===== src/verilog/tws_params.svh =====
`ifndef TWS_PARAMS_SVH
`define TWS_PARAMS_SVH
`define TWS_OFS_OAR 12'h000
`define TWS_OFS_CTRL 12'h004
`define TWS_OFS_STAT 12'h008
`define TWS_OFS_DATA 12'h00C
`define TWS_OFS_PWR 12'h010
`define TWS_CTRL_FLAG 7
`define TWS_CTRL_EA 6
`define TWS_CTRL_STA 5
`define TWS_CTRL_STO 4
`define TWS_CTRL_WC 3
`define TWS_CTRL_EN 2
`define TWS_CTRL_IE 0
`define TWS_OAR_RST 8'h00
`define TWS_CODE_IDLE 8'hF8
`define TWS_CODE_START 8'h08
`define TWS_CODE_OWN_W 8'h60
`define TWS_CODE_ARB_OWN_W 8'h68
`define TWS_CODE_GC_HIT 8'h70
`define TWS_CODE_ARB_GC_HIT 8'h78
`define TWS_CODE_RX_ACK 8'h80
`define TWS_CODE_RX_NACK 8'h88
`define TWS_CODE_GC_ACK 8'h90
`define TWS_CODE_GC_NACK 8'h98
`define TWS_CODE_STOP 8'hA0
`define TWS_CODE_OWN_R 8'hA8
`define TWS_CODE_ARB_OWN_R 8'hB0
`define TWS_CODE_TX_ACK 8'hB8
`define TWS_CODE_TX_NACK 8'hC0
`define TWS_CODE_TX_LAST_ACK 8'hC8
`define TWS_GC_ADDR 8'h00
`define TWS_CLK_NS 50
`define TWS_START_HOLD_NS 4000
`define TWS_START_HOLD_CYC ((`TWS_START_HOLD_NS + `TWS_CLK_NS - 1) / `TWS_CLK_NS)
`endif


===== src/verilog/tws_pkg.sv =====
package tws_pkg;
  typedef enum logic [2:0] {
    ST_IDLE, ST_ADDR, ST_RX, ST_TX, ST_ACK_OUT, ST_ACK_IN, ST_WAIT, ST_GEN_START
  } tws_state_t;
  typedef enum logic [1:0] {ACT_NONE, ACT_RX, ACT_TX, ACT_NAS} tws_act_t;
  typedef enum logic [2:0] {REG_OAR, REG_CTRL, REG_STAT, REG_DATA, REG_PWR, REG_NONE} tws_reg_t;
  typedef struct packed {
    logic scl_out;
    logic scl_oe;
    logic sda_out;
    logic sda_oe;
  } tws_drive_t;
  typedef struct packed {
    tws_state_t st;
    tws_act_t act;
    logic [7:0] sh;
    logic [3:0] cnt;
    logic ack_drv;
    logic last;
    logic gc;
    logic adr;
    logic busy;
    logic spend;
    logic arb;
    logic flag;
    logic [7:0] code;
    logic [7:0] pcode;
    logic [1:0] presc;
    logic ea;
    logic sta;
    logic sto;
    logic wc;
    logic en;
    logic ie;
    logic [7:0] oar;
    logic [7:0] dr;
    logic sleep;
    logic wake;
    logic [6:0] tmr;
    logic [31:0] rdata;
    logic sda_low;
    logic scl_low;
    logic scl_m;
    logic scl_s;
    logic scl_p;
    logic sda_m;
    logic sda_s;
    logic sda_p;
  } tws_core_t;
endpackage : tws_pkg


===== src/verilog/tws_engine.sv =====
`include "tws_params.svh"

module tws_engine (
  input wire logic pclk,
  input wire logic presetn,
  input wire logic psel,
  input wire logic penable,
  input wire logic pwrite,
  input wire logic [11:0] paddr,
  input wire logic [31:0] pwdata,
  output logic [31:0] prdata,
  output logic pready,
  output logic pslverr,
  input wire logic scl_in,
  input wire logic sda_in,
  input wire logic arb_lost,
  output tws_pkg::tws_drive_t line,
  output logic wake_req
);

  tws_pkg::tws_core_t s;
  tws_pkg::tws_core_t n;
  logic scl_rise;
  logic scl_fall;
  logic start_det;
  logic stop_det;
  logic wr;
  logic clr_wr;
  logic own_hit;
  logic gc_hit;
  logic [7:0] abyte;

  // register decode, shared by read capture, write and error answer
  function automatic tws_pkg::tws_reg_t reg_sel(input logic [11:0] a);
    unique case (a)
      `TWS_OFS_OAR: reg_sel = tws_pkg::REG_OAR;
      `TWS_OFS_CTRL: reg_sel = tws_pkg::REG_CTRL;
      `TWS_OFS_STAT: reg_sel = tws_pkg::REG_STAT;
      `TWS_OFS_DATA: reg_sel = tws_pkg::REG_DATA;
      `TWS_OFS_PWR: reg_sel = tws_pkg::REG_PWR;
      default: reg_sel = tws_pkg::REG_NONE;
    endcase
  endfunction : reg_sel

  // bus conditions seen on the synchronised lines; stage one is never read here
  assign scl_rise = s.scl_s & ~s.scl_p;
  assign scl_fall = ~s.scl_s & s.scl_p;
  assign start_det = s.scl_s & s.scl_p & s.sda_p & ~s.sda_s;
  assign stop_det = s.scl_s & s.scl_p & ~s.sda_p & s.sda_s;
  assign wr = psel & penable & pwrite;
  assign clr_wr = wr && reg_sel(paddr) == tws_pkg::REG_CTRL && pwdata[`TWS_CTRL_FLAG] && s.flag;

  // address byte as it stands at the eighth rising edge
  assign abyte = {s.sh[6:0], s.sda_s};
  assign own_hit = abyte[7:1] == s.oar[7:1] && s.ea;
  assign gc_hit = abyte == `TWS_GC_ADDR && s.oar[0] && s.ea;

  // zero-wait slave; read data is captured in the setup cycle so it leaves a flop
  assign pready = 1'b1;
  assign pslverr = psel & penable & (reg_sel(paddr) == tws_pkg::REG_NONE);
  assign prdata = s.rdata;
  assign line = '{scl_out: 1'b0, scl_oe: s.scl_low, sda_out: 1'b0, sda_oe: s.sda_low};
  assign wake_req = s.wake;

  always_comb begin
    n = s;
    n.scl_m = scl_in;
    n.scl_s = s.scl_m;
    n.scl_p = s.scl_s;
    n.sda_m = sda_in;
    n.sda_s = s.sda_m;
    n.sda_p = s.sda_s;
    if (arb_lost) begin
      n.arb = 1'b1;
    end
    // read capture
    if (psel && !penable) begin
      unique case (reg_sel(paddr))
        tws_pkg::REG_OAR: n.rdata = 32'(s.oar);
        tws_pkg::REG_CTRL: n.rdata = 32'({s.flag, s.ea, s.sta, s.sto, s.wc, s.en, 1'b0, s.ie});
        tws_pkg::REG_STAT: n.rdata = 32'({s.code[7:3], 1'b0, s.presc});
        tws_pkg::REG_DATA: n.rdata = 32'(s.dr);
        tws_pkg::REG_PWR: n.rdata = 32'(s.sleep);
        tws_pkg::REG_NONE: n.rdata = 32'h0000_0000;
      endcase
    end
    // software writes; a data write while the flag is clear only flags a collision
    if (wr) begin
      unique case (reg_sel(paddr))
        tws_pkg::REG_OAR: n.oar = pwdata[7:0];
        tws_pkg::REG_CTRL: begin
          n.ea = pwdata[`TWS_CTRL_EA];
          n.sta = pwdata[`TWS_CTRL_STA];
          n.sto = pwdata[`TWS_CTRL_STO];
          n.en = pwdata[`TWS_CTRL_EN];
          n.ie = pwdata[`TWS_CTRL_IE];
        end
        tws_pkg::REG_STAT: n.presc = pwdata[1:0];
        tws_pkg::REG_DATA: begin
          if (s.flag) begin
            n.dr = pwdata[7:0];
          end else begin
            n.wc = 1'b1;
          end
        end
        tws_pkg::REG_PWR: n.sleep = pwdata[0];
        tws_pkg::REG_NONE: n.rdata = s.rdata;
      endcase
    end
    // flag clear releases SCL and runs the step chosen by bits written with it
    if (clr_wr) begin
      n.flag = 1'b0;
      n.wc = 1'b0;
      n.wake = 1'b0;
      n.code = `TWS_CODE_IDLE;
      n.act = tws_pkg::ACT_NONE;
      unique case (s.act)
        tws_pkg::ACT_RX: begin
          if (s.st == tws_pkg::ST_WAIT) begin
            n.st = tws_pkg::ST_RX;
            n.cnt = 4'h0;
            n.ack_drv = pwdata[`TWS_CTRL_EA];
          end
        end
        tws_pkg::ACT_TX: begin
          if (s.st == tws_pkg::ST_WAIT) begin
            n.st = tws_pkg::ST_TX;
            n.cnt = 4'h0;
            n.sh = s.dr;
            n.last = ~pwdata[`TWS_CTRL_EA];
            n.sda_low = ~s.dr[7];
          end
        end
        tws_pkg::ACT_NAS, tws_pkg::ACT_NONE: begin
          if (s.st == tws_pkg::ST_WAIT) begin
            n.st = tws_pkg::ST_IDLE;
            n.sda_low = 1'b0;
          end
          n.adr = 1'b0;
          n.gc = 1'b0;
          n.arb = 1'b0;
          n.sto = 1'b0;
          n.spend = pwdata[`TWS_CTRL_STA];
        end
      endcase
    end
    // bus engine comes last so a hardware flag set beats a clear in the same cycle
    if (!s.en) begin
      n.st = tws_pkg::ST_IDLE;
      n.adr = 1'b0;
      n.sda_low = 1'b0;
    end else if ((start_det || stop_det) && s.st != tws_pkg::ST_GEN_START) begin
      n.busy = start_det;
      n.sda_low = 1'b0;
      n.cnt = 4'h0;
      n.sh = 8'h00;
      n.st = start_det ? tws_pkg::ST_ADDR : tws_pkg::ST_IDLE;
      if (s.adr) begin
        n.flag = 1'b1;
        n.code = `TWS_CODE_STOP;
        n.act = tws_pkg::ACT_NAS;
        n.adr = 1'b0;
      end
    end else begin
      unique case (s.st)
        tws_pkg::ST_IDLE: begin
          if (s.spend && !s.busy) begin
            n.st = tws_pkg::ST_GEN_START;
            n.spend = 1'b0;
            n.busy = 1'b1;
            n.tmr = 7'h00;
            n.sda_low = 1'b1;
          end
        end
        tws_pkg::ST_ADDR, tws_pkg::ST_RX: begin
          if (scl_rise) begin
            n.sh = abyte;
            n.cnt = s.cnt + 4'h1;
            if (s.st == tws_pkg::ST_ADDR && s.cnt == 4'h7) begin
              // matching runs from sampled SCL, so it also works while the core sleeps
              if (own_hit || (gc_hit && !s.sda_s)) begin
                n.adr = 1'b1;
                n.gc = ~own_hit;
                n.ack_drv = 1'b1;
                if (own_hit && s.sda_s) begin
                  n.act = tws_pkg::ACT_TX;
                  n.pcode = s.arb ? `TWS_CODE_ARB_OWN_R : `TWS_CODE_OWN_R;
                end else begin
                  n.act = tws_pkg::ACT_RX;
                  if (own_hit) begin
                    n.pcode = s.arb ? `TWS_CODE_ARB_OWN_W : `TWS_CODE_OWN_W;
                  end else begin
                    n.pcode = s.arb ? `TWS_CODE_ARB_GC_HIT : `TWS_CODE_GC_HIT;
                  end
                end
              end else begin
                n.st = tws_pkg::ST_IDLE;
              end
            end
          end
          if (scl_fall && s.cnt == 4'h8) begin
            n.st = tws_pkg::ST_ACK_OUT;
            n.sda_low = s.ack_drv;
            if (s.st == tws_pkg::ST_RX) begin
              n.act = s.ack_drv ? tws_pkg::ACT_RX : tws_pkg::ACT_NAS;
              if (s.gc) begin
                n.pcode = s.ack_drv ? `TWS_CODE_GC_ACK : `TWS_CODE_GC_NACK;
              end else begin
                n.pcode = s.ack_drv ? `TWS_CODE_RX_ACK : `TWS_CODE_RX_NACK;
              end
            end
          end
        end
        tws_pkg::ST_TX: begin
          if (scl_rise) begin
            n.cnt = s.cnt + 4'h1;
            n.sh = {s.sh[6:0], 1'b1};
          end
          if (scl_fall) begin
            if (s.cnt == 4'h8) begin
              n.sda_low = 1'b0;
              n.st = tws_pkg::ST_ACK_IN;
            end else begin
              n.sda_low = ~s.sh[7];
            end
          end
        end
        tws_pkg::ST_ACK_OUT, tws_pkg::ST_ACK_IN: begin
          if (scl_rise && s.st == tws_pkg::ST_ACK_IN) begin
            // the master's answer picks the next code
            if (!s.sda_s) begin
              n.pcode = s.last ? `TWS_CODE_TX_LAST_ACK : `TWS_CODE_TX_ACK;
              n.act = s.last ? tws_pkg::ACT_NAS : tws_pkg::ACT_TX;
            end else begin
              n.pcode = `TWS_CODE_TX_NACK;
              n.act = tws_pkg::ACT_NAS;
            end
          end
          if (scl_fall) begin
            n.sda_low = 1'b0;
            n.flag = 1'b1;
            n.code = s.pcode;
            n.st = tws_pkg::ST_WAIT;
            n.wake = s.sleep;
            if (s.st == tws_pkg::ST_ACK_OUT && !s.sleep) begin
              n.dr = s.sh;
            end
          end
        end
        tws_pkg::ST_WAIT: begin
          // no move here: the flag clear above has already chosen the next state
        end
        tws_pkg::ST_GEN_START: begin
          // SDA stays low after the hold; releasing it with SCL high would look like STOP
          n.tmr = s.tmr + 7'h01;
          if (s.tmr == 7'(`TWS_START_HOLD_CYC - 1)) begin
            n.st = tws_pkg::ST_WAIT;
            n.flag = 1'b1;
            n.code = `TWS_CODE_START;
            n.act = tws_pkg::ACT_NONE;
          end
        end
      endcase
    end
    n.scl_low = n.st == tws_pkg::ST_WAIT;
  end

  // single state register; lines idle high out of reset
  always_ff @(posedge pclk or negedge presetn) begin
    if (!presetn) begin
      s <= '0;
      s.code <= `TWS_CODE_IDLE;
      s.oar <= `TWS_OAR_RST;
      s.scl_m <= 1'b1;
      s.scl_s <= 1'b1;
      s.scl_p <= 1'b1;
      s.sda_m <= 1'b1;
      s.sda_s <= 1'b1;
      s.sda_p <= 1'b1;
    end else begin
      s <= n;
    end
  end
endmodule : tws_engine


===== config.mk =====
export PLATFORM = sky130hd
export DESIGN_NAME = tws_engine
export DESIGN_NICKNAME = d
export VERILOG_FILES = /design/src/verilog/tws_pkg.sv /design/src/verilog/tws_engine.sv
export VERILOG_INCLUDE_DIRS = /design/src /design/src/verilog
export SDC_FILE = /design/constraint.sdc
export NUM_CORES = 1
export LEC_CHECK = 0
export BUFFER_PORTS_ARGS = -buffer_cell sky130_fd_sc_hd__buf_2
export CAP_MARGIN = 20
export CORE_MARGIN = 2
export CORE_UTILIZATION = 45
export DETAILED_ROUTE_END_ITERATION = 8
export MAX_ROUTING_LAYER = met4
export PLACE_DENSITY = 0.67
export SLEW_MARGIN = 15
export SYNTH_ARGS = -nofsm -noshare
export SYNTH_HDL_FRONTEND = slang
export SYNTH_SLANG_ARGS = --single-unit

===== constraint.sdc =====
create_clock -name pclk -period 3.2 [get_ports pclk]
set_input_delay 0.64 -clock pclk [delete_from_list [all_inputs] [get_ports pclk]]
set_output_delay 0.64 -clock pclk [all_outputs]
set_load 0.02 [all_outputs]

* Yosys cells after proc, flatten, opt, wreduce, memory -nomap -nowiden *
Index checks and enable logic that the tools add are counted.

storage, ports and cells
  word-level logic and storage cells = 261
  input bits = 52
  register bits after elaboration = 114

cells by class
  add/subtract/negate cells = 2
  bitwise gates (word level) = 19
  reduce and logical (&&, ||, !) cells = 45
  mux-type cells = 124
  eq/ne operators = 36

operators with widths
  cell                                                                     count
  32-bit one-hot mux with 6 select lines                                   1
  8-bit two-way mux                                                        19
  32-bit two-way mux                                                       3
  21-bit two-way mux                                                       2
  9-bit two-way mux                                                        4
  1-bit two-way mux                                                        35
  5-bit two-way mux                                                        7
  17-bit two-way mux                                                       2
  2-bit two-way mux                                                        17
  3-bit two-way mux                                                        11
  3-bit equality test (second input constant)                              10
  3-bit one-hot mux with 5 select lines                                    2
  12-bit by 4-bit equality test with 1-bit output (second input constant)  2
  12-bit two-way mux                                                       2
  12-bit one-hot mux with 2 select lines                                   1
  7-bit two-way mux                                                        3
  3-bit by 2-bit equality test with 1-bit output (second input constant)   6
  18-bit two-way mux                                                       1
  9-bit one-hot mux with 2 select lines                                    1
  4-bit two-way mux                                                        4
  8-bit one-hot mux with 2 select lines                                    1
  1-bit logical AND                                                        15
  15-bit two-way mux                                                       1
  7-bit one-hot mux with 2 select lines                                    1
  33 further kinds                                                         75

* Logic depth before layout (Yosys ltp) *
Gate-level depths: netlist of the first run.

  depth after elaboration = 16
  mapped depth = 10
  mapped depth without buffers = 9

* Worst setup path after synthesis of the first run *
No wires, ideal clock.

  kind = in2reg
  from = input port paddr[7]
  to = register s[111] in the netlist's numbering
  path buffers = 0
  required time = 3.076 ns
  arrival = 2.181 ns
  path slack = 0.895 ns
  cell stages on the path = 7
  path through = nor4_4 > nand3_2 > or4_4 > o21ai_1 > a22o_2 > a211oi_1 > or2_1

RTL lines
  what                  line               RTL
  from (decl)           tws_engine.sv:9    input wire logic [11:0] paddr,
  to (signal assigned)  tws_engine.sv:281  s <= n;
  to (decl)             tws_engine.sv:21   tws_pkg::tws_core_t s;

==> summary.txt, run 1 <==
Global routing
  • Maximum number of pins on one net before global-route repair: 85
  • Initial antenna violation count: 0
  • Vias in the first global route: between 4000 and 5000
  • Grt total ovfl: 0
  • Gr usage total: 0.243
  • Global-route wire length before repair: 21500 µm

Setup path
  • CP Capture Point: s[94]
  • CP Max Fanout: 8
  • Buf/Inv on CP: 0
  • Req. time, crit path: ~3400 ps
  • Worst setup path start: abyte[5]
  • CP cell instances: xnor2_1 -> nand4_1 -> nor4b_2 -> o21ai_1 -> nand3b_1 -> nand3_1 -> o21ai_0
  • FF-to-FF setup slack: between 500 and 600 ps
  • Family with the most delay on the worst path: simple AND/OR/NAND/NOR gates
  • CP max-delay cell: nor4b_2
  • Setup crit end kind: flop
  • Type of origin of the critical path: flop
  • CP peak stage delay: 680 ps
  • Worst Path Arrival: ~2800 ps
  • Reg2reg start: abyte[5]
  • Instance count on the critical path: 7
  • R2r endpoint: s[94]
  • Setup CP Type: flop to flop
  • R2R cell count: 7

Detailed routing
  • Initial DRC count: 273
  • Vias per cell: a little under 6
  • Routed len/inst: 18.6 µm
  • Residual DRC: 0
  • Drt first pass iters: 5
  • Antenna Nets Post-Route: 0
  • Routed wire length: ~14000 µm
  • Vias: 4293

Logic synthesis
  • Post-synth EDFFs: 0
  • Cell taking the most area after synthesis: dfrtp_1
  • Yosys top cell area share: 0.361
  • Most frequent cell after synthesis: dfrtp_1
  • Top cells by count, synth: 73 x dfrtp_1, 66 x nand2_1, 47 x o21ai_0, 39 x nor2_1, 38 x buf_4
  • FFs w/ async S/R, synth: 1.00
  • Syn Area/Cell: between 9 and 10 µm²
  • Yosys reg bits: 84
  • Synthesized area: between 5000 and 6000 µm²
  • Distinct cells, synth: between 70 and 80
  • Yosys Warn Count: 0
  • Ranking of synthesized cells by area: dfrtp_1 36%, dfstp_2 5.7%, buf_4 5.6%
  • Top FF cell, synth: dfrtp_1
  • Post-synthesis sequential area ratio: 0.418
  • Post-Synthesis Cells: about 550

Die
  • Cell row count: 38
  • Core footprint: approximately 11000 µm²
  • Die Span Y: approximately 110 µm
  • Die Area: approximately 12000 µm²
  • # IOs: 91
  • Starting Density: 0.463
  • DIE WIDTH: about 110 µm

Placed design
  • Post-DP HPWL: roughly 9800 µm
  • Post-placement cell area: 5260 µm²
  • Routability congestion estimate: approximately 0.94
  • Port buffer count: 39

STA
  • Slew headroom: 0.493
  • Fin. max-slew vios: 0
  • Max Fclk: 0.383 GHz
  • Final Hold Slack: 339 ps
  • Worst-Margin Slew: between 700 and 800 ps
  • TNS Setup: 0 ps
  • Minimum clock period: ~2600 ps
  • Clock skew: between 9 and 10 ps
  • Fin. Hold Viols: 0
  • Final setup fails: 0
  • RSZ-0062 raised after global routing: false
  • Final worst-path cycle share: 0.816

Layout
  • Final instance area: between 5000 and 6000 µm²
  • Storage element area: around 2100 µm²
  • Multi-input gate area: between 2000 and 3000 µm²
  • Share of post-route cells with drive strength above 1: 0.195
  • Core Util, Final: 0.510
  • # fillers: between 1000 and 1500
  • Area grow syn2layout: 10.0%
  • Post-layout nets: between 600 and 700
  • Ant. Diodes: 0

Power
  • Leakage: about 2.5 nW
  • Pwr dens: approximately 630 nW/µm²
  • Peak VDD IR: approximately 0.00035 V

CTS
  • Root Driver: clkbuf_16
  • Clk pin slew, worst setup/hold paths: around 70 ps
  • Clock latency on the worst-skew pair: around 350 ps
  • CTS tree: done
  • Htree depth: 3
  • Clk sink count: 84
  • CTS Hold Buffers Added: 0
  • Postcts setup bufs: 0
  • Inserted Clock Buffers: 9
  • Post-CTS Resized: 0
  • Max clock buf depth: 2

Min path
  • Hold crit path type: input pin to async pin

Job
  • Max-cap viol count: 0

Outcome
  • Status: finished, final reports clean
[sequential cells by signal, indices dropped and copies added, names as in the netlist]
register / flops
abyte: 8
n: 3
line: 2
prdata: 8
wake_req: 1
s: 62
[report_power, final]
part | internal (mW) | switching [mW] | total [mW]
Sequential | 1.27 | 0.243 | 1.51
Clock | 0.615 | 0.472 | 1.09
Combinational | 0.406 | 0.525 | 0.931
Total | 2.29 | 1.24 | 3.53
[layer usage]
metal  GRT usage  vias to the layer above  part of all wire
li1            -                     1992                 -
met1       0.311                     2114              0.43
met2       0.392                      159              0.49
met3      0.0470                       28             0.059
met4      0.0732                        0             0.019
met5           -                        -                 0
[final cells by class]
cell class                 instances  share of cell area
tap                              140              0.0314
timing repair buffer              55              0.0577
clock inverter                     7              0.0155
clock buffer                       9              0.0404
sequential                        84               0.380
inverter                          12             0.00808
multi-input combinational        417               0.467
[worst min path at each step]
stage / start / end / slack (ps)
6_report: presetn / abyte[4] / 340
5_1_grt: n[4] / n[3] / 360
4_1_cts: n[4] / n[3] / 360
3_5_place_dp: n[1] / abyte[0] / 350
3_3_place_gp: n[4] / n[3] / 350
2_1_floorplan: presetn / abyte[1] / 340
[placed cells by master, fill, tap and decap left out, types with 19 or more instances in the layout]
cell     count
nor2_1      39
nand2_1     66
mux2i_1     20
buf_2       38
a21oi_1     36
dfrtp_1     73
mux2_2      19
conb_1      27
o21ai_0     47
[stage by stage]
| stage | total power [mW] | worst slack, ps | std cells |
|---|---|---|---|
| floorplan | 2.15 | 895 | 576 |
| finish | 3.53 | 587 | 724 |
| global route | 3.73 | 418 | 724 |
| detailed placement | 2.45 | 547 | 708 |
| global placement | 2.42 | 588 | 708 |
| CTS | 3.54 | 618 | 724 |
[kinds of logic (layout without fill, tap and decap cells)]
logic type,Yosys count,after routing,synth area share
xor gates and xnor gates,11,11,0.0190
and+or+nand+nor,185,185,0.189
buffers and inverters,75,83,0.0867
DFF,84,84,0.418
muxes,41,41,0.0906
adders and majority gates,5,5,0.0123
AOI/OAI and AO/OA,148,148,0.183
other,2,27,0.00148
Note: power is estimated with default switching activity, not from simulation.
==> run 2: changes to the inputs <==
clock period = 2.45 ns   (was 3.2 ns; I/O delays follow)
==> run 2 against run 1 <==
Net effect:
- critical path depth grew 1
- non-clock buffer count increased by 32
- total power up 35%
- sequential power rose by 30%
- final cell count increased by 4.4%
- fmax rose by 10%
- highest routed layer unchanged
- die area stayed put
- clock power rose by 26%
==> summary.txt, run 2 (synthesized netlist as in run 1, its figures left out) <==
Global routing
  • Global-route wire length before repair: 21900 µm (+1.9%)
  • Maximum number of pins on one net before global-route repair: 37 (-56%)
  • Initial antenna violation count: 0 (unchanged)
  • Gr usage total: 0.251 (+0.00807)
  • Vias in the first global route: 4197 (+2.0%)
  • Grt total ovfl: 0 (unchanged)

Setup path
  • CP Max Fanout: 4 (-4)
  • Reg2reg start: s[109]
  • Buf/Inv on CP: 1 (+1)
  • Setup crit end kind: flop
  • Type of origin of the critical path: flop
  • R2R cell count: 8 (+1)
  • FF-to-FF setup slack: 80 ps (-510 ps)
  • CP max-delay cell: or4_4
  • Req. time, crit path: 2680 ps (-720 ps)
  • Family with the most delay on the worst path: simple AND/OR/NAND/NOR gates
  • Setup CP Type: flop to flop
  • Worst setup path start: s[109]
  • Worst Path Arrival: 2600 ps (-210 ps)
  • CP cell instances: inv_1 -> ha_1 -> or3_1 -> or4_4 -> o21ai_2 -> a22o_2 -> a211oi_1 -> or2_1
  • CP peak stage delay: 470 ps (-210 ps)
  • R2r endpoint: s[111]

Detailed routing
  • Vias per cell: 5.86 (-1.2%)
  • Residual DRC: 0 (unchanged)
  • Vias: 4431 (+3.2%)
  • Routed wire length: 14200 µm (+5.0%)
  • Initial DRC count: 395 (+45%)
  • Antenna Nets Post-Route: 0 (unchanged)
  • Drt first pass iters: 5 (unchanged)
  • Routed len/inst: 18.8 µm (+0.57%)

CTS
  • Root Driver: clkbuf_16
  • Clk pin slew, worst setup/hold paths: 60 ps (about the same)
  • CTS tree: done
  • Clk sink count: 84 (unchanged)
  • Clock latency on the worst-skew pair: 340 ps (about the same)
  • Max clock buf depth: 2 (unchanged)
  • Htree depth: 3 (unchanged)
  • CTS Hold Buffers Added: 0 (unchanged)
  • Inserted Clock Buffers: 9 (unchanged)

STA
  • Slew headroom: 0.579 (+0.0863)
  • Final setup fails: 0 (unchanged)
  • Max Fclk: 0.422 GHz (+10%)
  • Final worst-path cycle share: 0.967 (+0.151)
  • Minimum clock period: 2370 ps (-243 ps)
  • Worst-Margin Slew: 624 ps (-136 ps)
  • Clock skew: 5.43 ps (-3.91 ps)
  • Fin. Hold Viols: 0 (unchanged)
  • Fin. max-slew vios: 0 (unchanged)

Die
  • Cell row count: 38 (unchanged)
  • DIE WIDTH: 110 µm (unchanged)
  • Starting Density: 0.463 (unchanged)
  • Core footprint: 10900 µm² (unchanged)
  • # IOs: 91 (unchanged)
  • Die Area: 12100 µm² (unchanged)
  • Die Span Y: 110 µm (unchanged)

Layout
  • Layout Cells excl Fill: 756 (+4.4%)
  • Biggest register: s
  • Final instance area: 5870 µm² (+5.3%)
  • Commonest non-fill, non-tap cell in the layout: dfrtp_1
  • Area grow syn2layout: 15.9%
  • Post-layout nets: 668 (+5.0%)
  • Most frequent cells in the layout: 73 x dfrtp_1, 66 x nand2_1, 47 x o21ai_0
  • Core Util, Final: 0.537 (+0.0271)
  • Share of post-route cells with drive strength above 1: 0.242 (+0.0467)
  • Ant. Diodes: 0 (unchanged)
  • Max reg flops: 62 (unchanged)

Job
  • Max-cap viol count: 0 (unchanged)

Placed design
  • Port buffer count: 39 (unchanged)
  • Post-DP HPWL: 10600 µm (+8.2%)
  • Routability congestion estimate: 0.983 (+4.9%)
  • Post-placement cell area: 5530 µm² (+5.1%)
  • Post-Place Cells: 739 (+4.4%)

Min path
  • Hold crit path type: input pin to async pin

Power
  • Pwr dens: 813 nW/µm² (+28%)
  • Leakage: 2.68 nW (+7.5%)
  • Peak VDD IR: 0.000469 V (+33%)

Outcome
  • Status: finished, final reports clean
## run 2: changes by cell type in the layout (fill, tap and decap cells not counted), sizes merged
cell / previous run / this run
inv: 13 / 12
clkbuf: 9 / 12
clkinvlp: 3 / 1
buf: 55 / 87
## run 2: stage by stage
step | hold WS [ps] | setup TNS [ps] | worst slack, ps | power [mW]
after floorplan | 194 | 0 | 287 | 2.81
after global placement | 347 | 0 | 79.6 | 3.29
after detailed placement | 347 | 0 | 37.2 | 3.35
after CTS | 117 | 0 | 73.5 | 4.75
after global routing | 140 | -3.32 | -3.32 | 5.04
final | 107 | 0 | 80.7 | 4.77
## run 2: cell type report
class | instances | area (µm²)
Clock inverter | 4 | 47.5
Sequential cell | 84 | 2120
Inverter | 12 | 45.0
Fill cell | 1027 | 5060
Tap cell | 140 | 175
Multi-Input combinational cell | 417 | 2640
Timing Repair Buffer | 87 | 596
Clock buffer | 12 | 256
## run 2: power breakdown
group / total (mW) / internal (mW) / leakage [nW] / switching [mW]
clock: 1.37 / 0.841 / 0.149 / 0.533
sequential: 1.97 / 1.66 / 1.06 / 0.309
combinational: 1.43 / 0.646 / 1.48 / 0.780
## run 2: routing by layer
metal | vias to the layer above | part of all wire | GRT usage
li1 | 2064 | - | -
met1 | 2170 | 0.42 | 0.308
met2 | 167 | 0.48 | 0.398
met3 | 30 | 0.072 | 0.0758
met4 | 0 | 0.023 | 0.0795
met5 | - | 0 | -
## run 2: what timing repair did
action | 4_1_cts | 5_1_grt
setup buffers | 0 | 1
gates resized for setup | 0 | 6
setup endpoints to repair | 0 | 4
## run 2: worst max path at each step
stage                     endpoint  slack (ps)  cells after the start
final                       s[111]          80                      8
after global routing        s[111]          -3                      8
after CTS                  line[2]          70                      7
after detailed placement    s[111]          40                      8
after global placement      s[111]          80                      8
after floorplan             s[111]         290                      8
